===== src/common/ocp_cfg.svh =====
// Overview of operation
// - discharge overcurrent turns discharge switch off unless disabled
// - discharge overcurrent always flags, powers temp sensor
// - discharge overcurrent threshold from two field bits
// - short circuit turns discharge switch off unless disabled
// - short circuit always flags, powers temp sensor
// - short circuit threshold from two field bits
// - discharge delay 128 to 1024 ms by code
// - discharge divide bit divides that delay by 64
// - charge overcurrent turns charge switch off unless disabled
// - charge overcurrent always flags, powers temp sensor
// - charge overcurrent threshold from two field bits
// - short circuit must last 100us, or 8ms
// - charge divide bit divides the charge delay by 32
// - charge delay 64 to 512 ms by code
// - auto-off clears matching switch enable bit
// - discharge setup writes need its write enable
// - charge setup writes need its write enable
`ifndef OCP_CFG_SVH
`define OCP_CFG_SVH

// clock and timebase
`define OCP_CLK_PERIOD_NS   5
`define OCP_TICK_NS         1000
`define OCP_TICK_CYCLES     (`OCP_TICK_NS / `OCP_CLK_PERIOD_NS)
`define OCP_US_PER_MS       1000
`define OCP_TICKW           20

// delay figures
`define OCP_SHORT_FAST_US   100
`define OCP_SHORT_LONG_MS   8
`define OCP_DOC_BASE_MS     128
`define OCP_COC_BASE_MS     64
`define OCP_DOC_DIV_SHIFT   6
`define OCP_COC_DIV_SHIFT   5

// register offsets
`define OCP_STATUS_OFS      8'h0A
`define OCP_FET_OFS         8'h04
`define OCP_DSET_OFS        8'h05
`define OCP_CSET_OFS        8'h06
`define OCP_WREN_OFS        8'h08

// reset values
`define OCP_REG_RESET       8'h00

// switch control fields
`define OCP_FET_CHG_BIT     1
`define OCP_FET_DIS_BIT     0

// discharge setup fields
`define OCP_DSET_DOC_OFF    7
`define OCP_DSET_DOCV_HI    6
`define OCP_DSET_DOCV_LO    5
`define OCP_DSET_SC_OFF     4
`define OCP_DSET_SCV_HI     3
`define OCP_DSET_SCV_LO     2
`define OCP_DSET_DOCT_HI    1
`define OCP_DSET_DOCT_LO    0

// charge and time scale fields
`define OCP_CSET_COC_OFF    7
`define OCP_CSET_COCV_HI    6
`define OCP_CSET_COCV_LO    5
`define OCP_CSET_SC_LONG    4
`define OCP_CSET_CDIV       3
`define OCP_CSET_DDIV       2
`define OCP_CSET_COCT_HI    1
`define OCP_CSET_COCT_LO    0

// write enable fields
`define OCP_WREN_CSET_BIT   6
`define OCP_WREN_DSET_BIT   5

// status fields
`define OCP_ST_DOC_BIT      0
`define OCP_ST_SC_BIT       1
`define OCP_ST_COC_BIT      2

`endif


===== src/common/ocp_pkg.sv =====
package ocp_pkg;

  // delay timer progress
  typedef enum logic [1:0] {
    OCP_TMR_IDLE,
    OCP_TMR_RUN,
    OCP_TMR_DONE
  } ocp_tmr_state_t;

  // delay length in microsecond ticks
  typedef logic [19:0] ocp_ticks_t;

  // one bit per fault source, in status bit order
  typedef logic [2:0] ocp_fault_vec_t;

endpackage : ocp_pkg


===== src/common/ocp_tick_if.sv =====
`timescale 1ns/10ps
interface ocp_tick_if;
  logic tick;  // one-cycle pulse each microsecond

  modport src (output tick);
  modport snk (input tick);
endinterface : ocp_tick_if


===== src/rtl/ocp_timebase.sv =====
`timescale 1ns/10ps
module ocp_timebase #(
  parameter int CYCLES = 200
) (
  // clock and reset
  input  wire logic   core_clk,
  input  wire logic   rst_n,
  // tick out
  ocp_tick_if.src     tickBus
);
  import ocp_pkg::*;

  // refuse a period the counter cannot make
  if (CYCLES < 1 || CYCLES > 65536) begin : g_bad_cycles
    $error("ocp_timebase: CYCLES out of range");
  end

  logic [15:0] divCnt_r;   // cycles into the current tick period
  logic [15:0] divCnt_nxt;
  logic        tick_r;     // registered tick pulse
  logic        tick_nxt;

  // free-running divider; every delay shares it so they stay in step
  always_comb begin
    tick_nxt   = 1'b0;
    divCnt_nxt = divCnt_r + 16'h0001;
    if (divCnt_r == 16'(CYCLES - 1)) begin
      divCnt_nxt = 16'h0000;
      tick_nxt   = 1'b1;
    end
  end

  // register divider state
  always_ff @(posedge core_clk) begin
    if (!rst_n) begin
      divCnt_r <= 16'h0000;
      tick_r   <= 1'b0;
    end else begin
      divCnt_r <= divCnt_nxt;
      tick_r   <= tick_nxt;
    end
  end

  assign tickBus.tick = tick_r;

endmodule : ocp_timebase


===== src/rtl/ocp_delay_timer.sv =====
`timescale 1ns/10ps
module ocp_delay_timer (
  // clock and reset
  input  wire logic       core_clk,
  input  wire logic       rst_n,
  // timebase
  ocp_tick_if.snk         tickBus,
  // condition and length
  input  wire logic       active,
  input  ocp_pkg::ocp_ticks_t limit,
  // expiry pulse
  output logic            expired
);
  import ocp_pkg::*;

  ocp_tmr_state_t st_r;     // timer progress
  ocp_tmr_state_t st_nxt;
  ocp_ticks_t     cnt_r;    // elapsed ticks
  ocp_ticks_t     cnt_nxt;
  logic           fire_r;   // one-cycle expiry pulse
  logic           fire_nxt;

  // count ticks while the condition holds; any drop starts over
  always_comb begin
    st_nxt   = st_r;
    cnt_nxt  = cnt_r;
    fire_nxt = 1'b0;
    if (!active) begin
      st_nxt  = OCP_TMR_IDLE;
      cnt_nxt = '0;
    end else begin
      unique case (st_r)
        OCP_TMR_IDLE, OCP_TMR_RUN: begin
          st_nxt = OCP_TMR_RUN;
          if (tickBus.tick) begin
            // compare with >= so a shortened limit mid-count still fires
            if (cnt_r + 20'h00001 >= limit) begin
              st_nxt   = OCP_TMR_DONE;
              fire_nxt = 1'b1;
            end else begin
              cnt_nxt = cnt_r + 20'h00001;
            end
          end
        end
        OCP_TMR_DONE: begin
          // fired once; wait for the condition to go away
          st_nxt = OCP_TMR_DONE;
        end
      endcase
    end
  end

  // register timer state
  always_ff @(posedge core_clk) begin
    if (!rst_n) begin
      st_r   <= OCP_TMR_IDLE;
      cnt_r  <= '0;
      fire_r <= 1'b0;
    end else begin
      st_r   <= st_nxt;
      cnt_r  <= cnt_nxt;
      fire_r <= fire_nxt;
    end
  end

  assign expired = fire_r;

endmodule : ocp_delay_timer


===== src/rtl/ocp_protect.sv =====
`timescale 1ns/10ps
`include "ocp_cfg.svh"
module ocp_protect #(
  parameter int TICK_CYCLES = `OCP_TICK_CYCLES,  // core cycles per microsecond tick
  parameter int US_PER_MS   = `OCP_US_PER_MS     // ticks per millisecond
) (
  // clock and reset
  input  wire logic        core_clk,
  input  wire logic        rst_n,
  // register port from the serial front end
  input  wire logic        regWrEn,
  input  wire logic        regRdEn,
  input  wire logic [7:0]  regAddr,
  input  wire logic [7:0]  regWrData,
  output logic      [7:0]  regRdData,
  // comparator results, asynchronous
  input  wire logic        dischargeOcSense,
  input  wire logic        chargeOcSense,
  input  wire logic        shortSense,
  // flag clear pulses, status bit order
  input  ocp_pkg::ocp_fault_vec_t flagClear,
  // comparator threshold selects
  output logic [1:0]       ocThresholdVoltage,
  output logic [1:0]       shortThresholdVoltage,
  output logic [1:0]       chargeOcThreshold,
  // power switch drive
  output logic             chargeSwitchEnable,
  output logic             dischargeSwitchEnable,
  // fault flags and sensor supply
  output logic             dischargeOcFlag,
  output logic             shortFaultFlag,
  output logic             chargeOcFlag,
  output logic             tempSensorSupplyOut
);
  import ocp_pkg::*;

  // refuse figures the timers cannot hold
  if (TICK_CYCLES < 1 || US_PER_MS < 1 || US_PER_MS > 1000) begin : g_bad_params
    $error("ocp_protect: timing parameters out of range");
  end

  // delay bases in ticks
  localparam int DocBaseTicks   = `OCP_DOC_BASE_MS * US_PER_MS;
  localparam int CocBaseTicks   = `OCP_COC_BASE_MS * US_PER_MS;
  localparam int ShortFastTicks = `OCP_SHORT_FAST_US;
  localparam int ShortLongTicks = `OCP_SHORT_LONG_MS * US_PER_MS;

  // scale a base delay by its code, then optionally divide by a power of two
  function automatic ocp_ticks_t ocpDelayTicks(
    input logic [1:0] code,
    input logic       divOn,
    input ocp_ticks_t baseTicks,
    input logic [2:0] divShift
  );
    ocp_ticks_t full;
    full = baseTicks << code;
    return divOn ? (full >> divShift) : full;
  endfunction : ocpDelayTicks

  // setup registers
  logic [7:0]     dset_r;      // discharge protect setup
  logic [7:0]     dset_nxt;
  logic [7:0]     cset_r;      // charge and time scale setup
  logic [7:0]     cset_nxt;
  logic           dsetWe_r;    // discharge setup write enable
  logic           dsetWe_nxt;
  logic           csetWe_r;    // charge setup write enable
  logic           csetWe_nxt;
  logic           chgSw_r;     // charge switch enable bit
  logic           chgSw_nxt;
  logic           disSw_r;     // discharge switch enable bit
  logic           disSw_nxt;
  ocp_fault_vec_t flag_r;      // sticky fault flags
  ocp_fault_vec_t flag_nxt;
  logic           tempOn_r;    // sensor supply request
  logic           tempOn_nxt;
  logic [7:0]     rd_r;        // read data
  logic [7:0]     rd_nxt;

  // input synchronisers
  logic [2:0]     senseMeta_r; // first stage, read only by the second
  logic [2:0]     senseSync_r; // safe to use
  logic [2:0]     senseMeta_nxt;
  logic [2:0]     senseSync_nxt;

  // timer plumbing
  ocp_ticks_t     docLimit;    // discharge overcurrent delay
  ocp_ticks_t     cocLimit;    // charge overcurrent delay
  ocp_ticks_t     scLimit;     // short circuit delay
  logic           docHit;      // discharge overcurrent confirmed
  logic           cocHit;      // charge overcurrent confirmed
  logic           scHit;       // short circuit confirmed
  logic           disOff;      // automatic discharge switch off
  logic           chgOff;      // automatic charge switch off

  ocp_tick_if tickBus ();

  // shared microsecond tick
  ocp_timebase #(
    .CYCLES (TICK_CYCLES)
  ) u_timebase (
    .core_clk (core_clk),
    .rst_n    (rst_n),
    .tickBus  (tickBus.src)
  );

  // two flops on each comparator line; they are analog and free running
  always_comb begin
    senseMeta_nxt = {chargeOcSense, shortSense, dischargeOcSense};
    senseSync_nxt = senseMeta_r;
  end

  // register synchroniser stages
  always_ff @(posedge core_clk) begin
    if (!rst_n) begin
      senseMeta_r <= 3'h0;
      senseSync_r <= 3'h0;
    end else begin
      senseMeta_r <= senseMeta_nxt;
      senseSync_r <= senseSync_nxt;
    end
  end

  // delay lengths from the live setup fields
  always_comb begin
    docLimit = ocpDelayTicks(dset_r[`OCP_DSET_DOCT_HI:`OCP_DSET_DOCT_LO],
                             cset_r[`OCP_CSET_DDIV],
                             20'(DocBaseTicks), 3'(`OCP_DOC_DIV_SHIFT));
    cocLimit = ocpDelayTicks(cset_r[`OCP_CSET_COCT_HI:`OCP_CSET_COCT_LO],
                             cset_r[`OCP_CSET_CDIV],
                             20'(CocBaseTicks), 3'(`OCP_COC_DIV_SHIFT));
    // the long setting trades fast shutdown for immunity to inrush
    scLimit  = cset_r[`OCP_CSET_SC_LONG] ? 20'(ShortLongTicks)
                                         : 20'(ShortFastTicks);
  end

  // discharge overcurrent delay
  ocp_delay_timer u_doc_timer (
    .core_clk (core_clk),
    .rst_n    (rst_n),
    .tickBus  (tickBus.snk),
    .active   (senseSync_r[`OCP_ST_DOC_BIT]),
    .limit    (docLimit),
    .expired  (docHit)
  );

  // short circuit delay
  ocp_delay_timer u_sc_timer (
    .core_clk (core_clk),
    .rst_n    (rst_n),
    .tickBus  (tickBus.snk),
    .active   (senseSync_r[`OCP_ST_SC_BIT]),
    .limit    (scLimit),
    .expired  (scHit)
  );

  // charge overcurrent delay
  ocp_delay_timer u_coc_timer (
    .core_clk (core_clk),
    .rst_n    (rst_n),
    .tickBus  (tickBus.snk),
    .active   (senseSync_r[`OCP_ST_COC_BIT]),
    .limit    (cocLimit),
    .expired  (cocHit)
  );

  // automatic turn-off requests, gated by the disable bits
  always_comb begin
    disOff = (docHit && !dset_r[`OCP_DSET_DOC_OFF])
          || (scHit  && !dset_r[`OCP_DSET_SC_OFF]);
    chgOff = cocHit && !cset_r[`OCP_CSET_COC_OFF];
  end

  // register writes, switch control, flags and read data
  always_comb begin
    dset_nxt   = dset_r;
    cset_nxt   = cset_r;
    dsetWe_nxt = dsetWe_r;
    csetWe_nxt = csetWe_r;
    chgSw_nxt  = chgSw_r;
    disSw_nxt  = disSw_r;
    rd_nxt     = rd_r;

    if (regWrEn) begin
      unique case (regAddr)
        `OCP_FET_OFS: begin
          chgSw_nxt = regWrData[`OCP_FET_CHG_BIT];
          disSw_nxt = regWrData[`OCP_FET_DIS_BIT];
        end
        `OCP_DSET_OFS: begin
          // locked writes vanish silently
          if (dsetWe_r) begin
            dset_nxt = regWrData;
          end
        end
        `OCP_CSET_OFS: begin
          if (csetWe_r) begin
            cset_nxt = regWrData;
          end
        end
        `OCP_WREN_OFS: begin
          csetWe_nxt = regWrData[`OCP_WREN_CSET_BIT];
          dsetWe_nxt = regWrData[`OCP_WREN_DSET_BIT];
        end
        default: begin
          // unmapped or read-only: ignored
        end
      endcase
    end

    // protection beats a host turn-on in the same cycle
    if (chgOff) begin
      chgSw_nxt = 1'b0;
    end
    if (disOff) begin
      disSw_nxt = 1'b0;
    end

    // sticky flags: a fault in the clear cycle survives the clear
    flag_nxt = flag_r & ~flagClear;
    flag_nxt[`OCP_ST_DOC_BIT] = flag_nxt[`OCP_ST_DOC_BIT] | docHit;
    flag_nxt[`OCP_ST_SC_BIT]  = flag_nxt[`OCP_ST_SC_BIT]  | scHit;
    flag_nxt[`OCP_ST_COC_BIT] = flag_nxt[`OCP_ST_COC_BIT] | cocHit;

    // sensor supply follows any raised flag
    tempOn_nxt = |flag_nxt;

    // read data answers one cycle after the strobe
    if (regRdEn) begin
      unique case (regAddr)
        `OCP_FET_OFS:    rd_nxt = {6'h00, chgSw_r, disSw_r};
        `OCP_DSET_OFS:   rd_nxt = dset_r;
        `OCP_CSET_OFS:   rd_nxt = cset_r;
        `OCP_WREN_OFS:   rd_nxt = {1'b0, csetWe_r, dsetWe_r, 5'h00};
        `OCP_STATUS_OFS: rd_nxt = {5'h00, flag_r};
        default:         rd_nxt = 8'h00;
      endcase
    end
  end

  // register control state
  always_ff @(posedge core_clk) begin
    if (!rst_n) begin
      dset_r   <= `OCP_REG_RESET;
      cset_r   <= `OCP_REG_RESET;
      dsetWe_r <= 1'b0;
      csetWe_r <= 1'b0;
      chgSw_r  <= 1'b0;
      disSw_r  <= 1'b0;
      flag_r   <= 3'h0;
      tempOn_r <= 1'b0;
      rd_r     <= 8'h00;
    end else begin
      dset_r   <= dset_nxt;
      cset_r   <= cset_nxt;
      dsetWe_r <= dsetWe_nxt;
      csetWe_r <= csetWe_nxt;
      chgSw_r  <= chgSw_nxt;
      disSw_r  <= disSw_nxt;
      flag_r   <= flag_nxt;
      tempOn_r <= tempOn_nxt;
      rd_r     <= rd_nxt;
    end
  end

  // outputs straight from flops
  assign regRdData             = rd_r;
  assign ocThresholdVoltage    = dset_r[`OCP_DSET_DOCV_HI:`OCP_DSET_DOCV_LO];
  assign shortThresholdVoltage = dset_r[`OCP_DSET_SCV_HI:`OCP_DSET_SCV_LO];
  assign chargeOcThreshold     = cset_r[`OCP_CSET_COCV_HI:`OCP_CSET_COCV_LO];
  assign chargeSwitchEnable    = chgSw_r;
  assign dischargeSwitchEnable = disSw_r;
  assign dischargeOcFlag       = flag_r[`OCP_ST_DOC_BIT];
  assign shortFaultFlag        = flag_r[`OCP_ST_SC_BIT];
  assign chargeOcFlag          = flag_r[`OCP_ST_COC_BIT];
  assign tempSensorSupplyOut   = tempOn_r;

endmodule : ocp_protect


===== config.mk =====
export PLATFORM = sky130hd
export DESIGN_NAME = ocp_protect
export DESIGN_NICKNAME = d
export VERILOG_FILES = /design/src/common/ocp_pkg.sv /design/src/common/ocp_tick_if.sv /design/src/rtl/ocp_timebase.sv /design/src/rtl/ocp_delay_timer.sv /design/src/rtl/ocp_protect.sv
export VERILOG_INCLUDE_DIRS = /design/src /design/src/common
export SDC_FILE = /design/constraint.sdc
export NUM_CORES = 1
export LEC_CHECK = 0
export BUFFER_PORTS_ARGS = -buffer_cell sky130_fd_sc_hd__buf_2
export CELL_PAD_IN_SITES_DETAIL_PLACEMENT = 1
export CELL_PAD_IN_SITES_GLOBAL_PLACEMENT = 1
export CORE_ASPECT_RATIO = 0.8
export CORE_MARGIN = 5
export CORE_UTILIZATION = 42
export CTS_CLUSTER_DIAMETER = 30
export DETAILED_ROUTE_END_ITERATION = 16
export PLACE_DENSITY = 0.78
export RECOVER_POWER = 25
export SYNTH_ARGS = -nofsm -noshare
export SYNTH_HDL_FRONTEND = slang
export SYNTH_SLANG_ARGS = --single-unit

===== constraint.sdc =====
create_clock -name core_clk -period 3.3 [get_ports core_clk]
set_input_delay 0.165 -clock core_clk [delete_from_list [all_inputs] [get_ports core_clk]]
set_output_delay 0.165 -clock core_clk [all_outputs]
set_load 0.01 [all_outputs]

==> impl_metrics.env <==
export IMPL_synthTopCellsByArea="dfxtp_1 (35%), ha_1 (8.0%), xnor2_1 (6.7%)"
export IMPL_hp_class="primary input to flop"
export IMPL_peakVddDrop_mv=0.375
export IMPL_synthDistinctLibCells=62
export IMPL_synth_xor_area_share_pct=9.48
export IMPL_pwr_share_clk_pct=55.6
export IMPL_layout_drive_gt1_share_pct=30.0
export IMPL_met1_usage_pct=30.8
export IMPL_synth_top_family_by_area="simple AND/OR/NAND/NOR gates"
export IMPL_grt_use_met3_pct=4.53
export IMPL_violations="setup timing"
export IMPL_setup_tns_ns=-4.37
export IMPL_setup_viol=41
export IMPL_grt_max_degree=28
export IMPL_htree_levels=4
export IMPL_swShare_pct=22.4
export IMPL_cts_sinks=124
export IMPL_fin_cells=1209
export IMPL_power_mw=3.54
export IMPL_drc_errors=0
export IMPL_grt_pass1_wl_um=35900
export IMPL_syn_area_um2=7020
export IMPL_period_share_pct=107
export IMPL_ant_nets=0
export IMPL_rows=42
export IMPL_cp_arrival_ns=3.81
export IMPL_maxSlewHeadroom_pct=36.2
export IMPL_drt_first_pass_iters=7
export IMPL_routedWlPerCell_um=23.1
export IMPL_fmax_mhz=283
export IMPL_met2_usage_pct=37.4
export IMPL_die_h_um=126
export IMPL_core_area_um2=16500
export IMPL_cp_max_fo=9
export IMPL_grt_overflow_total=0
export IMPL_vias=7257
export IMPL_crit_required_ns=3.59
export IMPL_place_congestion=0.808
export IMPL_io_buffers=45
export IMPL_clkTransAtPathRegs_ns=0.06
export IMPL_dpl_hpwl_um=14900
export IMPL_whs_ns=0.0276
export IMPL_min_period_ns=3.53
export IMPL_multi_input_area_um2=4790
export IMPL_initialDrtViolationCount=527
export IMPL_clk_path_buf_depth=2
export IMPL_wl_um=27900
export IMPL_antenna_found_initial=0
export IMPL_fillers=1880
export IMPL_synthAdderAreaFrac_pct=8.02
export IMPL_yosysTopAreaCell="dfxtp_1"
export IMPL_seqPwrFrac_pct=42.5
export IMPL_synth_edf_count=0
export IMPL_ios=46
export IMPL_fin_skew_ns=0.0125
export IMPL_leakagePower_nw=3.72
export IMPL_syn_inst=834
export IMPL_status="finished with violations"
export IMPL_hold_depth=3
export IMPL_syn2layout_area_growth_pct=36.6
export IMPL_dpl_worst_slack_ns=-0.242
export IMPL_root_buffer="clkbuf_16"
export IMPL_tritoncts="built"
export IMPL_regArea_um2=2510
export IMPL_synth_top_area_share_pct=35.4
export IMPL_hold_viol=0
export IMPL_ys_ff_latch=124
export IMPL_worst_r2r_cell_count=15
export IMPL_yosys_most_used_dff="dfxtp_1"
export IMPL_critPathLaunchType="flop"
export IMPL_fp_dieArea_um2=19400
export IMPL_combPwrFrac_pct=2.0
export IMPL_synth_warnings=0
export IMPL_synth_compound_area_share_pct=13.3
export IMPL_tightest_slew_ns=0.955
export IMPL_cp_end_kind="flop"
export IMPL_via_per_inst=6.00
export IMPL_cts_buffers=17
export IMPL_grtUsageTotal_pct=22.8
export IMPL_nets=1047
export IMPL_syn_mean_instance_area_um2=8.42
export IMPL_slew_violations=0
export IMPL_grt_busiest_layer="met2"
export IMPL_path_class="flop to flop"
export IMPL_async_flop_share_pct=0
export IMPL_start_util_pct=42.5
export IMPL_yosysSeqAreaShare_pct=35.4
export IMPL_clk_latency_ns=0.44
export IMPL_intPower_mw=2.75
export IMPL_power_switching_uw=794
export IMPL_rsz0062_at_grt="yes"
export IMPL_synthMuxAreaShare_pct=2.99
export IMPL_maxCapViolCount=0
export IMPL_syn_nets=905
export IMPL_fp_dieW_um=155
export IMPL_synth_simple_area_share_pct=26.4
export IMPL_setup_ws_ns=-0.229
export IMPL_place_inst=1133
export IMPL_diodes=0
export IMPL_grt_pass1_vias=6955
export IMPL_power_density_nw_per_um2=370
==> repair_timing <==
action,4_1_cts,5_1_grt
setup endpoints to repair,65,68
pin swaps,12,58
hold buffers,3,0
endpoints found under the hold margin,3,0
buffers inserted,14,22
resized for setup,40,90
cloned,0,5
==> per-stage QoR <==
step / util, % / instance area [um^2]
global placement: 48.3 / 7970
finish: 58.1 / 9590
global route: 58.1 / 9590
CTS: 53.9 / 8890
floorplan: - / 7070
detailed placement: 48.3 / 7970
==> cell families (layout without fill, tap and decap cells) <==
kind of cell / count (synthesis) / in the layout
DFF: 124 / 124
xor gates and xnor gates: 76 / 76
and+or+nand+nor: 350 / 350
buffers and inverters: 66 / 221
adders and majority gates: 45 / 45
AOI/OAI and AO/OA: 152 / 152
muxes: 21 / 21
==> Yosys cell counts (2+ instances only) <==
library cell / number
a21boi_0: 2
a21o_1: 11
a21oi_1: 62
a22oi_1: 7
a31o_2: 3
and2_1: 13
and3_1: 24
and4_1: 6
buf_2: 6
buf_4: 12
clkbuf_1: 24
dfxtp_1: 124
ha_1: 45
inv_1: 21
mux2i_1: 21
nand2_1: 55
nand2b_1: 10
nand3_1: 40
nand3_2: 2
nand4_1: 18
nand4b_1: 7
nand4bb_1: 3
nor2_1: 93
nor2b_1: 3
nor3_1: 19
nor3_2: 2
nor3b_1: 5
nor4_1: 14
o2111ai_1: 2
o211ai_1: 2
o21a_1: 3
o21ai_0: 29
o21ai_1: 2
o22ai_1: 3
o2bb2ai_1: 2
o31a_1: 2
o31ai_1: 3
o41ai_1: 11
or2_2: 2
or3_1: 22
or4_1: 4
xnor2_1: 54
xor2_1: 22
==> power by group through the flow <==
stage / clock network (mW) / logic, mW / registers [mW]
2_1_floorplan: 0 / 0.0294 / 1.54
3_3_place_gp: 0 / 0.0595 / 1.54
3_5_place_dp: 0 / 0.0620 / 1.54
4_1_cts: 1.95 / 0.0653 / 1.51
5_1_grt: 2.04 / 0.0746 / 1.51
6_report: 1.97 / 0.0693 / 1.51
==> worst paths after layout <==
path | startpoint | end | slack [ns]
min reg2reg | senseMeta_r[1] | senseSync_r[1] | 0.44
max | u_coc_timer.cnt_r[4] | u_coc_timer.cnt_r[6] | -0.23
min | regWrData[6] | cset_r[6] | 0.03
max reg2reg | u_coc_timer.cnt_r[4] | u_coc_timer.cnt_r[6] | -0.23
==> state kept, by name, indices dropped and copies added (netlist names) <==
name / cells
senseMeta_r: 3
flag_r: 3
u_doc_timer.st_r: 2
dsetWe_r: 1
csetWe_r: 1
cset_r: 8
chargeSwitchEnable: 1
u_coc_timer.expired: 1
u_coc_timer.st_r: 2
dset_r: 8
regRdData: 8
senseSync_r: 3
dischargeSwitchEnable: 1
u_coc_timer.cnt_r: 20
u_sc_timer.cnt_r: 20
u_sc_timer.expired: 1
u_doc_timer.expired: 1
u_doc_timer.cnt_r: 20
tempSensorSupplyOut: 1
u_sc_timer.st_r: 2
u_timebase.divCnt_r: 16
u_timebase.tickBus.tick: 1
==> metal layers <==
metal | vias up | wire length, um
li1 | 3280 | -
met1 | 3606 | 12000
met2 | 291 | 13400
met3 | 80 | 1660
met4 | 0 | 885
met5 | - | 0
==> cell usage in the layout, fill, tap and decap left out, drive strengths merged, types with 4 or more instances in the layout <==
cell type / count
buf: 161
dfxtp: 124
nor2: 94
a21oi: 62
nand2: 56
xnor2: 54
ha: 45
nand3: 42
o21ai: 31
clkbuf: 25
and3: 24
inv: 23
or3: 23
xor2: 22
mux2i: 21
nor3: 21
nand4: 19
nor4: 14
and2: 13
a21o: 11
o41ai: 11
nand2b: 10
nand4b: 7
a22oi: 7
and4: 7
nor3b: 5
clkinv: 4
or4: 4
==> worst max-delay path, cell delays in order (launching register included) <==
cell and delay, ns:
dfxtp_1 0.39, nand2_1 0.18, nor4_4 0.38, and3_4 0.29, nand3_4 0.11, nor2_2 0.12, xor2_1 0.21, ha_1 0.30
nand3_2 0.12, nor3_4 0.05, a22oi_2 0.26, nand4_4 0.19, clkbuf_16 0.24, nor4_2 0.26, xnor2_1 0.20, nor2_1 0.06
==> area by class of cell <==
| class | instances | area share [%] |
|---|---|---|
| flip-flops and latches | 124 | 26.1 |
| multi-input cells | 644 | 49.9 |
| clock inverters | 11 | 1.46 |
| well taps | 220 | 2.87 |
| clock buffers | 21 | 4.80 |
| repair buffers | 168 | 14.0 |
| inverters | 21 | 0.822 |
No activity file was read; power rests on OpenSTA's default activity.
